[src/shared/adc_link_pkg.sv]
// constants shared by both ends of the serial converter link
package adc_link_pkg;
  // control byte layout
  localparam int CTRL_BITS = 8;
  localparam int START_BIT = 7;
  localparam int SEL_HI_BIT = 6;
  localparam int SEL_MID_BIT = 5;
  localparam int SEL_LO_BIT = 4;
  localparam int POL_BIT = 3;
  localparam int CFG_BIT = 2;
  localparam int PWR_BIT = 1;
  localparam int CLK_MODE_BIT = 0;
  localparam int TRACK_AFTER_BIT = 6;
  localparam int RESULT_BITS = 8;
  // clocks after the byte: one skipped edge, then result, then zeros
  localparam int READ_CLOCKS = 16;
  localparam int RESULT_FIRST_RISE = 3;
  localparam int RESULT_MSB_POS = READ_CLOCKS - RESULT_FIRST_RISE;
  localparam int RESULT_LSB_POS = RESULT_MSB_POS - RESULT_BITS + 1;
  // timing
  localparam int CLK_PERIOD_NS = 4;
  localparam int ACQ_TIME_NS = 1000;
  localparam int ACQ_CYCLES = (ACQ_TIME_NS + CLK_PERIOD_NS - 1) / CLK_PERIOD_NS;
  localparam int CONV_TIME_NS = 25000;
  localparam int CONV_CYCLES = CONV_TIME_NS / CLK_PERIOD_NS;
  localparam int SCLK_HALF_CYCLES = 20;
  // host register map
  localparam logic [7:0] ADDR_CTRL = 8'h00;
  localparam logic [7:0] ADDR_STATUS = 8'h04;
  localparam int STAT_BUSY_BIT = 0;
  localparam int STAT_RESULT_LSB = 8;
endpackage

[src/shared/adc_link_if.sv]
// five-wire link between the serial host and the converter control logic
`timescale 1ns/1ps
interface adc_link_if;
  logic cs_n;
  logic sclk;
  logic din;
  logic dout;
  logic dout_oe;
  logic end_of_conversion_strobe;
  logic end_of_conversion_strobe_oe;
  logic line_dout;
  logic line_end_of_conversion_strobe;
  // undriven lines read as low
  assign line_dout = dout & dout_oe;
  assign line_end_of_conversion_strobe = end_of_conversion_strobe & end_of_conversion_strobe_oe;
  modport dev (input cs_n, input sclk, input din, output dout, output dout_oe, output end_of_conversion_strobe, output end_of_conversion_strobe_oe);
  modport host (output cs_n, output sclk, output din, input line_dout, input line_end_of_conversion_strobe);
endinterface

[src/logic/adc_ctrl_dev.sv]
// converter end: control byte decode, input mux steering, result shift-out
// ==========================================
//
// The placing of the registers and the APB slave port are this design's own decisions.
`timescale 1ns/1ps
module adc_ctrl_dev #(
  parameter int FOUR_INPUT = 0,
  parameter int CONV_CYCLES = adc_link_pkg::CONV_CYCLES
) (
  input wire logic clk_sys,
  input wire logic reset_n,
  adc_link_if.dev link,
  input wire logic [7:0] sample_code,
  input wire logic sample_negative,
  output logic [2:0] mux_pos,
  output logic [2:0] mux_neg,
  output logic mux_neg_common,
  output logic polarity_select,
  output logic input_config_select,
  output logic power_select,
  output logic clock_mode_select,
  output logic track,
  output logic conv_start
);
  typedef enum logic [2:0] {ST_IDLE, ST_SHIFT, ST_CONV, ST_OUT} state_t;

  // ==========================================
  // pin synchronisers
  // [0] chip select, [1] serial clock, [2] serial data
  logic [2:0] sync1_reg;
  logic [2:0] sync2_reg;
  logic sclk_prev_reg;
  logic cs_low;
  logic sclk_rise;
  logic sclk_fall;

  always_ff @(posedge clk_sys or negedge reset_n) begin
    if (!reset_n) begin
      sync1_reg <= 3'h1;
      sync2_reg <= 3'h1;
      sclk_prev_reg <= 1'b0;
    end else begin
      sync1_reg <= {link.din, link.sclk, link.cs_n};
      sync2_reg <= sync1_reg;
      sclk_prev_reg <= sync2_reg[1];
    end
  end

  assign cs_low = ~sync2_reg[0];
  assign sclk_rise = sync2_reg[1] & ~sclk_prev_reg & cs_low;
  assign sclk_fall = ~sync2_reg[1] & sclk_prev_reg;

  // ==========================================
  // mux decode
  function automatic logic [5:0] decode_mux(input logic [7:0] b);
    logic hi;
    logic mid;
    logic lo;
    logic [2:0] pos;
    logic [2:0] neg;
    hi = b[adc_link_pkg::SEL_HI_BIT];
    mid = b[adc_link_pkg::SEL_MID_BIT];
    lo = b[adc_link_pkg::SEL_LO_BIT];
    if (FOUR_INPUT != 0) begin
      pos = {1'b0, mid, hi};
      neg = b[adc_link_pkg::CFG_BIT] ? 3'h0 : {1'b0, mid, ~hi};
    end else if (b[adc_link_pkg::CFG_BIT]) begin
      pos = {mid, lo, hi};
      neg = 3'h0;
    end else begin
      pos = {mid, lo, hi};
      neg = {mid, lo, ~hi};
    end
    return {pos, neg};
  endfunction

  // ==========================================
  // control sequencer
  state_t state_reg, state_next;
  logic [7:0] shift_reg, shift_next;
  logic [3:0] bit_cnt_reg, bit_cnt_next;
  logic [7:0] ctrl_reg, ctrl_next;
  logic [7:0] result_reg, result_next;
  logic [3:0] out_cnt_reg, out_cnt_next;
  logic skip_reg, skip_next;
  logic [15:0] conv_cnt_reg, conv_cnt_next;
  logic dout_reg, dout_next;
  logic end_of_conversion_strobe_reg, end_of_conversion_strobe_next;
  logic track_reg, track_next;
  logic start_reg, start_next;
  logic [5:0] mux_reg, mux_next;
  logic ext_mode;

  assign ext_mode = ctrl_reg[adc_link_pkg::CLK_MODE_BIT];

  always_comb begin
    state_next = state_reg;
    shift_next = shift_reg;
    bit_cnt_next = bit_cnt_reg;
    ctrl_next = ctrl_reg;
    result_next = result_reg;
    out_cnt_next = out_cnt_reg;
    skip_next = skip_reg;
    conv_cnt_next = conv_cnt_reg;
    dout_next = dout_reg;
    end_of_conversion_strobe_next = end_of_conversion_strobe_reg;
    track_next = track_reg;
    start_next = 1'b0;
    mux_next = mux_reg;
    case (state_reg)
      ST_IDLE: begin
        if (sclk_fall) begin
          dout_next = 1'b0;
        end
        // leading zeros do nothing
        if (sclk_rise && sync2_reg[2]) begin
          shift_next = 8'h01;
          bit_cnt_next = 4'h1;
          state_next = ST_SHIFT;
        end
      end
      ST_SHIFT: begin
        if (sclk_rise && bit_cnt_reg < 4'(adc_link_pkg::CTRL_BITS)) begin
          shift_next = {shift_reg[6:0], sync2_reg[2]};
          bit_cnt_next = bit_cnt_reg + 4'h1;
        end
        if (sclk_fall && bit_cnt_reg == 4'(adc_link_pkg::TRACK_AFTER_BIT)) begin
          track_next = 1'b1;
        end
        if (sclk_fall && bit_cnt_reg == 4'(adc_link_pkg::CTRL_BITS)) begin
          // whole byte applied at once, never a half-updated mux
          ctrl_next = shift_reg;
          mux_next = decode_mux(shift_reg);
          track_next = 1'b0;
          start_next = 1'b1;
          if (shift_reg[adc_link_pkg::POL_BIT] && !shift_reg[adc_link_pkg::CFG_BIT] && sample_negative) begin
            result_next = 8'h00;
          end else begin
            result_next = sample_code;
          end
          out_cnt_next = 4'h0;
          skip_next = 1'b1;
          conv_cnt_next = 16'h0000;
          if (shift_reg[adc_link_pkg::CLK_MODE_BIT]) begin
            end_of_conversion_strobe_next = 1'b1;
            state_next = ST_OUT;
          end else begin
            end_of_conversion_strobe_next = 1'b0;
            state_next = ST_CONV;
          end
        end
      end
      ST_CONV: begin
        // chip select high does not disturb an internal conversion
        conv_cnt_next = conv_cnt_reg + 16'h0001;
        if (conv_cnt_reg == 16'(CONV_CYCLES - 1)) begin
          end_of_conversion_strobe_next = 1'b1;
          state_next = ST_OUT;
        end
      end
      ST_OUT: begin
        if (sclk_fall) begin
          if (skip_reg) begin
            skip_next = 1'b0;
          end else begin
            dout_next = result_reg[7];
            result_next = {result_reg[6:0], 1'b0};
            out_cnt_next = out_cnt_reg + 4'h1;
            if (ext_mode) begin
              end_of_conversion_strobe_next = 1'b0;
            end
            if (out_cnt_reg == 4'(adc_link_pkg::RESULT_BITS - 1)) begin
              state_next = ST_IDLE;
            end
          end
        end
      end
      default: begin
        state_next = ST_IDLE;
      end
    endcase
    // dropping chip select aborts a byte or an external readout
    if (!cs_low && (state_reg == ST_SHIFT || (state_reg == ST_OUT && ext_mode))) begin
      state_next = ST_IDLE;
      track_next = 1'b0;
      dout_next = 1'b0;
      if (ext_mode) begin
        end_of_conversion_strobe_next = 1'b0;
      end
    end
  end

  always_ff @(posedge clk_sys or negedge reset_n) begin
    if (!reset_n) begin
      state_reg <= ST_IDLE;
      shift_reg <= 8'h00;
      bit_cnt_reg <= 4'h0;
      ctrl_reg <= 8'h00;
      result_reg <= 8'h00;
      out_cnt_reg <= 4'h0;
      skip_reg <= 1'b0;
      conv_cnt_reg <= 16'h0000;
      dout_reg <= 1'b0;
      end_of_conversion_strobe_reg <= 1'b0;
      track_reg <= 1'b0;
      start_reg <= 1'b0;
      mux_reg <= 6'h00;
    end else begin
      state_reg <= state_next;
      shift_reg <= shift_next;
      bit_cnt_reg <= bit_cnt_next;
      ctrl_reg <= ctrl_next;
      result_reg <= result_next;
      out_cnt_reg <= out_cnt_next;
      skip_reg <= skip_next;
      conv_cnt_reg <= conv_cnt_next;
      dout_reg <= dout_next;
      end_of_conversion_strobe_reg <= end_of_conversion_strobe_next;
      track_reg <= track_next;
      start_reg <= start_next;
      mux_reg <= mux_next;
    end
  end

  // ==========================================
  // outputs
  assign link.dout = dout_reg;
  assign link.dout_oe = cs_low;
  // internal mode keeps the strobe driven with chip select high
  assign link.end_of_conversion_strobe = end_of_conversion_strobe_reg;
  assign link.end_of_conversion_strobe_oe = cs_low | ~ext_mode;
  assign mux_pos = mux_reg[5:3];
  assign mux_neg = mux_reg[2:0];
  assign mux_neg_common = ctrl_reg[adc_link_pkg::CFG_BIT];
  assign polarity_select = ctrl_reg[adc_link_pkg::POL_BIT];
  assign input_config_select = ctrl_reg[adc_link_pkg::CFG_BIT];
  assign power_select = ctrl_reg[adc_link_pkg::PWR_BIT];
  assign clock_mode_select = ctrl_reg[adc_link_pkg::CLK_MODE_BIT];
  assign track = track_reg;
  assign conv_start = start_reg;
endmodule // adc_ctrl_dev

[src/flat_wrapper.sv]
// flat-port wrapper written by rule: the top's interface ports become plain ports
module adc_ctrl_dev_flat 
#(
  parameter int FOUR_INPUT = 0,
  parameter int CONV_CYCLES = adc_link_pkg::CONV_CYCLES
)
  (clk_sys, reset_n, sample_code, sample_negative, mux_pos, mux_neg, mux_neg_common, polarity_select, input_config_select, power_select, clock_mode_select, track, conv_start, link_cs_n, link_sclk, link_din, link_dout, link_dout_oe, link_end_of_conversion_strobe, link_end_of_conversion_strobe_oe);
  adc_link_if link_i ();
  input wire logic clk_sys;
  input wire logic reset_n;
  input wire logic [7:0] sample_code;
  input wire logic sample_negative;
  output logic [2:0] mux_pos;
  output logic [2:0] mux_neg;
  output logic mux_neg_common;
  output logic polarity_select;
  output logic input_config_select;
  output logic power_select;
  output logic clock_mode_select;
  output logic track;
  output logic conv_start;
  input wire logic [$bits(link_i.cs_n)-1:0] link_cs_n;
  input wire logic [$bits(link_i.sclk)-1:0] link_sclk;
  input wire logic [$bits(link_i.din)-1:0] link_din;
  output wire logic [$bits(link_i.dout)-1:0] link_dout;
  output wire logic [$bits(link_i.dout_oe)-1:0] link_dout_oe;
  output wire logic [$bits(link_i.end_of_conversion_strobe)-1:0] link_end_of_conversion_strobe;
  output wire logic [$bits(link_i.end_of_conversion_strobe_oe)-1:0] link_end_of_conversion_strobe_oe;
  assign link_i.cs_n = link_cs_n;
  assign link_i.sclk = link_sclk;
  assign link_i.din = link_din;
  assign link_dout = link_i.dout;
  assign link_dout_oe = link_i.dout_oe;
  assign link_end_of_conversion_strobe = link_i.end_of_conversion_strobe;
  assign link_end_of_conversion_strobe_oe = link_i.end_of_conversion_strobe_oe;
  adc_ctrl_dev #(.FOUR_INPUT(FOUR_INPUT), .CONV_CYCLES(CONV_CYCLES)) u_core (.clk_sys(clk_sys), .reset_n(reset_n), .link(link_i), .sample_code(sample_code), .sample_negative(sample_negative), .mux_pos(mux_pos), .mux_neg(mux_neg), .mux_neg_common(mux_neg_common), .polarity_select(polarity_select), .input_config_select(input_config_select), .power_select(power_select), .clock_mode_select(clock_mode_select), .track(track), .conv_start(conv_start));
endmodule
[config.mk]
export PLATFORM = sky130hd
export DESIGN_NAME = adc_ctrl_dev_flat
export DESIGN_NICKNAME = d
export VERILOG_FILES = /design/src/shared/adc_link_pkg.sv /design/src/shared/adc_link_if.sv /design/src/logic/adc_ctrl_dev.sv /design/src/flat_wrapper.sv
export SDC_FILE = /design/constraint.sdc
export NUM_CORES = 1
export LEC_CHECK = 0
export BUFFER_PORTS_ARGS = -buffer_cell sky130_fd_sc_hd__buf_2
export CORE_ASPECT_RATIO = 1.4
export CORE_MARGIN = 3
export CORE_UTILIZATION = 42
export DETAILED_ROUTE_END_ITERATION = 10
export GPL_ROUTABILITY_DRIVEN = 0
export PLACE_DENSITY = 0.71
export SYNTH_ARGS = -nofsm -noshare
export SYNTH_HDL_FRONTEND = slang
export SYNTH_SLANG_ARGS = --single-unit
[constraint.sdc]
create_clock -name clk_sys -period 2.4 [get_ports clk_sys]
set_input_delay 0.24 -clock clk_sys [delete_from_list [all_inputs] [get_ports clk_sys]]
set_output_delay 0.24 -clock clk_sys [all_outputs]
set_load 0.01 [all_outputs]
## After elaboration in Yosys (flattened, before gate mapping)

Cells that the tools add are included.

| storage, ports and cells | value |
|---|---|
| bits in registers | 64 |
| bits in latches | 0 |
| RAM bits | 0 |
| memory bits (read-only) | 0 |
| input port bits | 14 |
| output and inout port bits | 17 |
| memories | 0 |

| operators by class | value |
|---|---|
| add/sub/neg operators | 3 |
| $mul | 0 |
| divide/modulo/power cells | 0 |
| order comparisons | 1 |
| equality and inequality tests | 19 |
| shift-type cells | 0 |
| mux-type cells | 49 |
| bitwise gates (word level) | 9 |
| reduce and logical (&&, ||, !) cells | 25 |

Operators by type and width:

| cell | number |
|---|---|
| $mux 8 | 4 |
| $pmux 16 s2 | 1 |
| $mux 3 | 8 |
| $mux 1 | 20 |
| $mux 4 | 5 |
| $add 16x1->16 const B | 1 |
| $eq 16x13->1 const B | 1 |
| $mux 16 | 1 |
| $pmux 4 s2 | 2 |
| $pmux 8 s2 | 1 |
| $mux 7 | 2 |
| $pmux 7 s2 | 1 |
| $pmux 3 s4 | 1 |
| $ne 3x1->1 const B | 3 |
| $ne 3x2->1 const B | 3 |
| $add 4x1->4 const B | 2 |
| $eq 4x3->1 const B | 2 |
| $logic_and 1x1->1 | 8 |
| $ne 2x1->1 const B | 4 |
| $reduce_and 4->1 | 2 |
| $reduce_bool 2->1 | 4 |
| $eq 3x2->1 const B | 2 |
| $reduce_and 2->1 | 3 |
| $reduce_and 3->1 | 2 |
| other kinds (15) | 23 |

## Logic depth before layout (Yosys ltp)

Gate-level depths: netlist of run 1.

| depth | value |
|---|---|
| depth in word-level cells | 7 |
| depth in mapped cells | 8 |

## Least setup slack after synthesis of run 1

OpenSTA, ideal clock, no wires.

| timing | value |
|---|---|
| kind | register to register |
| start point | register u_core.state_reg[0] |
| end point | register u_core.conv_cnt_reg[9] |
| arrival | 1.836 ns |
| data required time | 2.322 ns |
| setup slack | 0.486 ns |
| stages on the path, launching flop included | 9 |
| buffers on the path | 2 |
| period minus slack after synthesis | 1.914 ns |
| cell sequence | dfrtp_1 > inv_1 > ha_1 > clkbuf_1 > nor2b_1 > a21oi_1 > clkbuf_1 > or3_1 > a21oi_1 |

| on the way | value |
|---|---|
| longest elaborated chain between the ends | 3 |
| elaborated cells between the ends (all ways) | 6 |
| those cells by class | eq/ne (3); mux (1); reduce/logical (2) |

Ends and longest elaborated chain:

| item | line | RTL |
|---|---|---|
| start, declared | adc_ctrl_dev.sv:79 | `state_t state_reg, state_next;` |
| start signal, assigned | adc_ctrl_dev.sv:209 | `state_reg <= state_next;` |
| $eq 3x1->1 / $eq 3x2->1 (equally long branches) | adc_ctrl_dev.sv:110 | `case (state_reg)` |
| $ne 2x1->1 (no line) / $reduce_bool 2->1 (equally long branches) | -- |  |
| $reduce_and 2->1 (no line) | -- |  |
| end signal, assigned | adc_ctrl_dev.sv:216 | `conv_cnt_reg <= conv_cnt_next;` |
| end, declared | adc_ctrl_dev.sv:86 | `logic [15:0] conv_cnt_reg, conv_cnt_next;` |

Parallel ways exist; a longest one is shown, timed or not.
A chain may end at the register's enable or synchronous reset.

## Worst setup path in the final report of run 1

| timing | value |
|---|---|
| start point | register u_core.state_reg[1] |
| end point | register u_core.conv_cnt_reg[4] |

The elaborated chain is that of the path after synthesis.

==> results.toml, run 1 <==
[timing]
slew_headroom_pct = 42.2
hold_viol_final = 0
rsz0062_at_grt = "false"
tns_ps = 0
fin_skew_ps = 7.50
setup_violations = 0
min_period_ps = 2190
worst_pin_slew_ps = 867
finalCritPeriodShare_pct = 91.1
finalMaxSlewViolations = 0
max_freq_ghz = 0.457

[layout]
area_growth_pct = 17.3
antennaDiodeCount = 0
fin_nets = 400
largest_reg_flops = 16
final_cells = 477
num-fill-cells = 659
layout-drive-gt1-share_pct = 19.7
final_util_pct = 51.5

[route]
via_per_inst = 5.42
drt_iter0_drc = 133
final_antenna_net_count = 0
wl_microns = 7040
wl_per_cell_microns = 14.8
drc = 0
route.vias.total = 2587
dr.pass1.iters = 4

[min_path]
hold_depth = 2
min_from = "sample_code[0]"
whs_endpoint = "u_core.result_reg[0]"
hp-class = "input pin to flip-flop"

[logic_synthesis]
synth_simple_gate_area_share_pct = 20.2
synth_seq_cells = 63
synth_top_family_by_area = "simple AND/OR/NAND/NOR gates"
yosysTopAreaCellShare_pct = 46.7
syn_nets = 363
synth_top_cell_by_area = "dfrtp_1"
synthesis.area_sq_um = 3270
yosysUniqueCellTypes = 57
ys_warn_count = 0
synth-edff-count = 0
synth_mux_area_share_pct = 5.39
synthTopCellsByArea = "dfrtp_1 (47%), o21ai_0 (5.8%), nand2_1 (5.4%), mux2_2 (4.5%), ha_1 (4.2%)"
seq_area_frac_synth_pct = 48.3
synth_ff_type = "dfrtp_1"
syn_area_per_cell_sq_um = 9.68
synth_fa_ha_area_share_pct = 4.21
async_flop_share_pct = 100
synth_xor_xnor_area_share_pct = 0.268
synthTopCellsByCount = "dfrtp_1 (61), nand2_1 (47), o21ai_0 (38)"
syn-instance-count = 338
yosysMostFrequentCell = "dfrtp_1"
synth_compound_area_share_pct = 17.6

[clock_tree]
tritoncts.num_buffers = 9
clock_path_buffers = 2
hold_buffers = 4
clk_pin_slew_ps = 70
cts_tree = "yes"
post-cts-setup-buffers = 0
clock-root-buffer = "clkbuf_8"
clock_sinks = 63
cts.repair.resized = 0
clk_latency_ps = 340
cts_max_level = 3

[place]
dp.final_hpwl_microns = 5120
place_inst = 457
place.port_buffers = 30

[grt]
grt_first_pass_wirelength_microns = 12300
grt_pass1_vias = 2685
overflow = 0
grt_max_degree = 39
gr-usage-all-layers_pct = 17.5
antenna_found_initial = 0

[outcome]
status = "finished clean"

[power]
irDropWorstVdd_mv = 0.775
p_leak_uw = 0.00171
p_total_uw = 3740
power.density_nw_per_um2 = 974

[worst_setup_path]
r2r.worst_path.cells = 7
reg2reg_slack_ps = 210
r2r-end = "u_core.conv_cnt_reg[4]"
path_class = "flip-flop to flip-flop"
cp-start-kind = "flip-flop"
crit_chain = "inv_1, ha_1, and4b_1, a21oi_1, buf_4, o21ai_0, a21oi_1"
critPathMaxStageDelay_ps = 700
critical_path_arrival_ps = 2450
critPathMaxFanout = 14
crit_path_end_kind = "flip-flop"
r2r-start = "u_core.state_reg[1]"
cpMostUsedCell = "a21oi_1"
critPathSlowestCell = "a21oi_1"
required_ps = 2660

[flow_run]
max_cap_violations = 0

[floorplanning]
dieArea_sq_um = 8900
num_rows = 37
ios = 31
die_y_microns = 110
die_w_microns = 80.6
core-area_sq_um = 7450
initial_core_util_pct = 43.9
[worst max-delay path by stage]
stage	from	endpoint	slack, ps
after CTS	u_core.state_reg[1]	u_core.conv_cnt_reg[4]	190
final	u_core.state_reg[1]	u_core.conv_cnt_reg[4]	210
after floorplan	u_core.state_reg[0]	u_core.conv_cnt_reg[9]	490
after detailed placement	u_core.state_reg[1]	u_core.conv_cnt_reg[4]	210
after global placement	u_core.state_reg[1]	u_core.conv_cnt_reg[4]	280
after global routing	u_core.state_reg[1]	u_core.conv_cnt_reg[4]	5
[final cells by class]
class | instances | area [sq um] | share of cell area [%]
multi-input combinational | 241 | 1560 | 40.6
tap | 97 | 121 | 3.16
timing repair buffer | 43 | 270 | 7.04
clock buffer | 9 | 124 | 3.23
sequential | 63 | 1580 | 41.1
inverter | 17 | 63.8 | 1.66
clock inverter | 7 | 120 | 3.13
[stage by stage]
step                hold WS, ps  setup WS (ps)  cell area, sq um
floorplan                 -55.6            486              3270
detailed placement          294            210              3550
finish                      158            213              3840
global route                155           4.98              3840
global placement            301            277              3550
CTS                         147            190              3840
[critical path, delay by kind of cell, from the launching register on]
kind | cells | cell delay, ps
AO/OA/AOI/OAI | 3 | 920
flip-flops | 1 | 390
buffers and inverters | 2 | 340
AND/OR/NAND/NOR | 1 | 240
adder cells (fa/ha/maj) | 1 | 230
[power breakdown]
part / internal, uW / switching [uW]
Sequential: 1250 / 179
Combinational: 504 / 686
Clock: 693 / 424
Total: 2450 / 1290
[cells by family (layout without fill, tap and decap cells)]
family | after synthesis | after routing
compound gates | 92 | 92
flops | 63 | 63
buf+inv | 34 | 76
simple gates | 121 | 121
mux | 16 | 16
xor+xnor | 1 | 1
fa+ha+maj | 11 | 11
[cells in the final DEF, fill, tap and decap left out, types with 2 or more instances in the layout]
| master | count |
|---|---|
| nor2_1 | 14 |
| a2bb2oi_1 | 2 |
| bufinv_16 | 3 |
| dfrtp_1 | 61 |
| nand2b_1 | 6 |
| nand2_1 | 47 |
| clkbuf_8 | 9 |
| a211o_1 | 2 |
| and4b_1 | 2 |
| a311oi_1 | 2 |
| and3_1 | 2 |
| ha_1 | 11 |
| buf_2 | 30 |
| dfstp_2 | 2 |
| dlygate4sd3_1 | 4 |
| nor4_1 | 3 |
| o21ai_0 | 38 |
| nand3_1 | 10 |
| and4_1 | 2 |
| or4b_1 | 2 |
| nor3_1 | 2 |
| or4_1 | 8 |
| inv_1 | 17 |
| or3b_2 | 2 |
| mux2i_1 | 3 |
| a2111oi_0 | 2 |
| a22o_1 | 2 |
| or3_1 | 3 |
| nand3b_1 | 4 |
| nand4_1 | 4 |
| buf_4 | 8 |
| o31ai_1 | 9 |
| mux2_2 | 13 |
| o211ai_1 | 3 |
| a21oi_1 | 18 |
| a21o_1 | 3 |
[per-layer routing]
layer	wire, microns	vias to the layer above	part of all wire, %	global-route usage (%)
li1	-	1299	-	-
met5	0	-	0	0
met3	221	13	3.1	4.49
met2	3610	49	51	29.4
met1	3040	1226	43	20.9
met4	170	0	2.4	7.33
Note: power is estimated with default switching activity, not from simulation.
==> inputs of run 2 (changes only) <==
--- a/config.mk
+++ b/config.mk
@@ -11,7 +11,7 @@
 export CORE_UTILIZATION = 42
 export DETAILED_ROUTE_END_ITERATION = 10
 export GPL_ROUTABILITY_DRIVEN = 0
-export PLACE_DENSITY = 0.71
+export PLACE_DENSITY = 0.73
 export SYNTH_ARGS = -nofsm -noshare
 export SYNTH_HDL_FRONTEND = slang
 export SYNTH_SLANG_ARGS = --single-unit
==> constraint.sdc (replaced) <==
create_clock -name clk_sys -period 1.79 [get_ports clk_sys]
set_input_delay 0.179 -clock clk_sys [delete_from_list [all_inputs] [get_ports clk_sys]]
set_output_delay 0.179 -clock clk_sys [all_outputs]
set_load 0.01 [all_outputs]
==> run 2 against run 1 <==
Against the previous run:
- critical path type unchanged
- the run now ends with setup timing left
- sequential power increased by 29%
- highest routed layer unchanged
- largest cell class is now multi-input gates
- fmax increased by 18%
- clock skew about the same
==> results.toml, run 2 (same netlist as run 1, synthesis figures left out) <==
[timing]
max_freq_ghz = 0.539
finalMaxSlewViolations = 0
worst_pin_slew_ps = 358
fin_skew_ps = 7.61
tns_ps = -357
min_period_ps = 1850
hold_viol_final = 0
setup_violations = 14
layout_setup_ws_ps = -63.6
rsz0062_at_grt = "true"
slew_headroom_pct = 75.9
finalCritPeriodShare_pct = 104

[outcome]
status = "finished with violations"
violations = "setup timing"

[floorplanning]
die_y_microns = 110
initial_core_util_pct = 43.9
core-area_sq_um = 7450
die_w_microns = 80.6
num_rows = 37
ios = 31
dieArea_sq_um = 8900

[clock_tree]
cts_max_level = 3
clk_latency_ps = 340
clk_pin_slew_ps = 70
tritoncts.num_buffers = 9
clock-root-buffer = "clkbuf_8"
clock_sinks = 63
cts_tree = "yes"
clock_path_buffers = 2

[place]
place.port_buffers = 30
dp.final_hpwl_microns = 5770

[route]
wl_microns = 8870
dr.pass1.iters = 4
wl_met1_microns = 3410
drc = 0
wl_per_cell_microns = 16.5
route.vias.total = 3028
via_per_inst = 5.62
wl_met2_microns = 4740
maxUsedRoutingLayer = "met4"
drt_iter0_drc = 159
route.met3.wl_microns = 298
final_antenna_net_count = 0

[layout]
area_growth_pct = 39.3
antennaDiodeCount = 0
fin_nets = 462
most-common-layout-cells = "buf_4 (62), dfrtp_1 (58), nand2_1 (46)"
mostFrequentLayoutCell = "buf_4"
largest_reg_flops = 16
layout-drive-gt1-share_pct = 40.7
final_util_pct = 61.1

[min_path]
min_from = "sample_code[0]"
hold_depth = 2
whs_endpoint = "u_core.result_reg[0]"
hp-class = "input pin to flip-flop"

[grt]
gr-usage-all-layers_pct = 20.4
overflow = 0
grt_pass1_vias = 3112
grt_max_degree = 64
antenna_found_initial = 0
grt_first_pass_wirelength_microns = 14300

[worst_setup_path]
critical_path_arrival_ps = 2130
r2r-end = "u_core.conv_cnt_reg[13]"
crit_path_end_kind = "flip-flop"
cp-start-kind = "flip-flop"
required_ps = 2070
critPathMaxFanout = 8
reg2reg_slack_ps = -60
r2r-start = "u_core.state_reg[1]"
r2r.worst_path.cells = 7
path_class = "flip-flop to flip-flop"

[power]
p_leak_uw = 0.00207
power.density_nw_per_um2 = 1300
irDropWorstVdd_mv = 1.05

[flow_run]
max_cap_violations = 0
==> run 2: cell type report <==
type                    count  area, sq um
multi-input cells         241         1770
repair buffers            105          792
fillers                   564         2900
inverters                  17         63.8
flip-flops and latches     63         1580
clock inverters             6         93.8
clock buffers              10          128
well taps                  97          121
==> run 2: stage by stage <==
step           setup WS, ps  cell area, sq um  hold WS (ps)  std cells  total power [uW]
2_1_floorplan          1.41              3280          -117        338              3110
4_1_cts               -25.0              4370          72.1        532              5730
6_report              -63.6              4560          79.9        539              5910
3_3_place_gp           -122              3900           223        501              3850
5_1_grt                -116              4560          73.4        539              6260
3_5_place_dp           -167              3900           219        501              3950
==> run 2: where the power goes <==
part	switching (uW)	total, uW	internal (uW)
Clock	593	1390	794
Sequential	173	1850	1680
Combinational	1350	2670	1320
Total	2110	5910	3790
==> run 2: per-layer routing <==
layer  global-route usage, %  vias to the layer above
li1                        -                     1420
met1                    22.5                     1495
met2                    35.5                       81
met3                    3.34                       32
met4                    12.4                        0
met5                       0                        -
==> run 2: timing repair <==
action,4_1_cts,5_1_grt
hold buffers,4,0
gates resized for setup,29,36
pin swaps,13,12
setup endpoints to repair,35,43
endpoints found under the hold margin,64,0
setup buffers,11,8
gates cloned,0,1
==> run 2: how the worst max path moves through the flow <==
stage	cells past startpoint	startpoint	to
finish	7	u_core.state_reg[1]	u_core.conv_cnt_reg[13]
global route	7	u_core.state_reg[1]	u_core.conv_cnt_reg[13]
CTS	7	u_core.state_reg[1]	u_core.conv_cnt_reg[6]
detailed placement	6	u_core.state_reg[1]	u_core.conv_cnt_reg[10]
global placement	6	u_core.state_reg[1]	u_core.conv_cnt_reg[10]
floorplan	8	u_core.state_reg[0]	u_core.conv_cnt_reg[9]
==> run 2: worst max-delay path, cell delays in order, from the launching register on <==
cell and delay (ps):
dfrtp_1 400, inv_2 80, ha_4 170, and4b_2 280, a21oi_4 80, buf_6 140, or4_4 510, a21oi_2 140
==> inputs of run 3 (changes only) <==
--- a/config.mk
+++ b/config.mk
@@ -7,7 +7,7 @@
 export LEC_CHECK = 0
 export BUFFER_PORTS_ARGS = -buffer_cell sky130_fd_sc_hd__buf_2
 export CORE_ASPECT_RATIO = 1.4
-export CORE_MARGIN = 3
+export CORE_MARGIN = 2
 export CORE_UTILIZATION = 42
 export DETAILED_ROUTE_END_ITERATION = 10
 export GPL_ROUTABILITY_DRIVEN = 0
==> run 3 against run 2 <==
Against the previous run:
- the flow still finishes with violations (setup timing)
- clock power down 12%
- hold slack better by 16 ps
- via count down 1.0%
- setup slack better by 26 ps
- sequential power about the same
- power up 1.4%
- combinational power up 9.0%
- utilization down 1.1 points
- wire length about the same
- die area down 4.2%
- final cell count down 0.56%
==> results.toml, run 3 (same netlist as run 1, synthesis figures left out) <==
[floorplanning]
dieArea_sq_um = 8520
die_y_microns = 108
die_w_microns = 78.6
num_rows = 38
initial_core_util_pct = 42.7
ios = 31
core-area_sq_um = 7650

[timing]
min_period_ps = 1830
rsz0062_at_grt = "true"
hold_viol_final = 0
fin_skew_ps = 7.59
hold_ws_ps = 95.6
setup_violations = 3
finalCritPeriodShare_pct = 102
slew_headroom_pct = 70.4
finalMaxSlewViolations = 0
layout_setup_ws_ps = -37.9
max_freq_ghz = 0.547
worst_pin_slew_ps = 441

[clock_tree]
clock_path_buffers = 2
cts_tree = "yes"
clock_sinks = 63
clk_pin_slew_ps = 70
clock-root-buffer = "clkbuf_8"
clk_latency_ps = 350
cts_max_level = 3
tritoncts.num_buffers = 9

[worst_setup_path]
path_class = "flip-flop to flip-flop"
critical_path_arrival_ps = 2120
cpMostUsedCell = "a21oi_2"
critPathMaxFanout = 7
critPathSlowestCell = "or4_4"
crit_chain = "inv_2, ha_4, and4b_1, a21oi_2, buf_6, or4_4, a21oi_2"
critPathMaxStageDelay_ps = 510
required_ps = 2080
cp-start-kind = "flip-flop"
crit_path_end_kind = "flip-flop"

[route]
drt_iter0_drc = 248
final_antenna_net_count = 0
wl_per_cell_microns = 16.5
via_per_inst = 5.59
dr.pass1.iters = 5
drc = 0
route.vias.total = 2997
wl_microns = 8870

[place]
place.port_buffers = 30
pre_cts_ws_ps = -180
dp.final_hpwl_microns = 5550

[layout]
layout-drive-gt1-share_pct = 39.9
num-fill-cells = 613
mostFrequentLayoutCell = "dfrtp_1"
largest_reg_flops = 16
final_util_pct = 60.0
antennaDiodeCount = 0
area_growth_pct = 40.5
fin_nets = 456
most-common-layout-cells = "dfrtp_1 (59), buf_4 (52), nand2_1 (46)"

[grt]
gr-usage-all-layers_pct = 20.8
grt_max_degree = 64
grt_pass1_vias = 2979
antenna_found_initial = 0
grt_first_pass_wirelength_microns = 13600
overflow = 0

[outcome]
violations = "setup timing"
status = "finished with violations"

[power]
p_leak_uw = 0.00207
power.density_nw_per_um2 = 1300
irDropWorstVdd_mv = 0.748

[min_path]
hp-class = "input pin to flip-flop"

[flow_run]
max_cap_violations = 0
## run 3: path summary, 6_finish.rpt
| path | start | to | slack, ps | cells past startpoint |
|---|---|---|---|---|
| worst max-delay path | u_core.state_reg[1] | u_core.conv_cnt_reg[8] | -40 | 7 |
| worst min-delay path | sample_code[0] | u_core.result_reg[0] | 100 | 2 |
| worst max register to register | u_core.state_reg[1] | u_core.conv_cnt_reg[8] | -40 | 7 |
| worst min register to register | u_core.sync1_reg[2] | u_core.sync2_reg[2] | 350 | 0 |
| max in group asynchronous | reset_n | u_core.sync1_reg[0] | 1090 | 3 |
| min in group asynchronous | reset_n | u_core.conv_cnt_reg[14] | 360 | 3 |
## run 3: repair_timing
item | 4_1_cts | 5_1_grt
hold buffers | 4 | 0
buffers inserted | 5 | 7
hold endpoints to repair | 64 | 0
cloned | 1 | 1
setup endpoints to repair | 33 | 45
pin swaps | 15 | 16
gates resized for setup | 34 | 47
## run 3: cell type report
class,instances,area [sq um],area share (%)
multi-input combinational,241,1860,40.4
sequential,63,1580,34.4
inverter,17,63.8,1.39
timing repair buffer,99,778,16.9
tap,100,125,2.72
clock buffer,12,145,3.16
clock inverter,4,45.0,0.980
## run 3: power by group
part / switching, uW / internal (uW) / leakage [uW] / total [uW]
Clock: 546 / 674 / 0.000100 / 1220
Sequential: 179 / 1680 / 0.000827 / 1860
Combinational: 1430 / 1470 / 0.00115 / 2910
## run 3: stage by stage
stage | instances | cell area (sq um) | setup TNS, ps | power [uW]
final | 536 | 4600 | -90.6 | 5990
after global routing | 536 | 4600 | -737 | 6320
after CTS | 529 | 4310 | -20.5 | 5470
after detailed placement | 503 | 3910 | -2290 | 3980
after global placement | 503 | 3910 | -1230 | 3880
after floorplan | 338 | 3280 | 0 | 3110
## run 3: critical path, delay by kind of cell (launching register included)
| kind | cells | cell delay [ps] |
|---|---|---|
| and+or+nand+nor | 2 | 760 |
| DFF | 1 | 400 |
| buffers and inverters | 2 | 230 |
| AOI/OAI and AO/OA | 2 | 220 |
| adders and majority gates | 1 | 150 |
## run 3: routing by layer
metal,part of all wire (%),wire length [microns],global-route usage (%),vias to the layer above
met5,0,0,0,-
met3,3.7,328,4.09,26
met2,54,4830,35.0,72
met4,3.4,305,14.5,0
met1,38,3410,23.6,1490
li1,-,-,-,1409
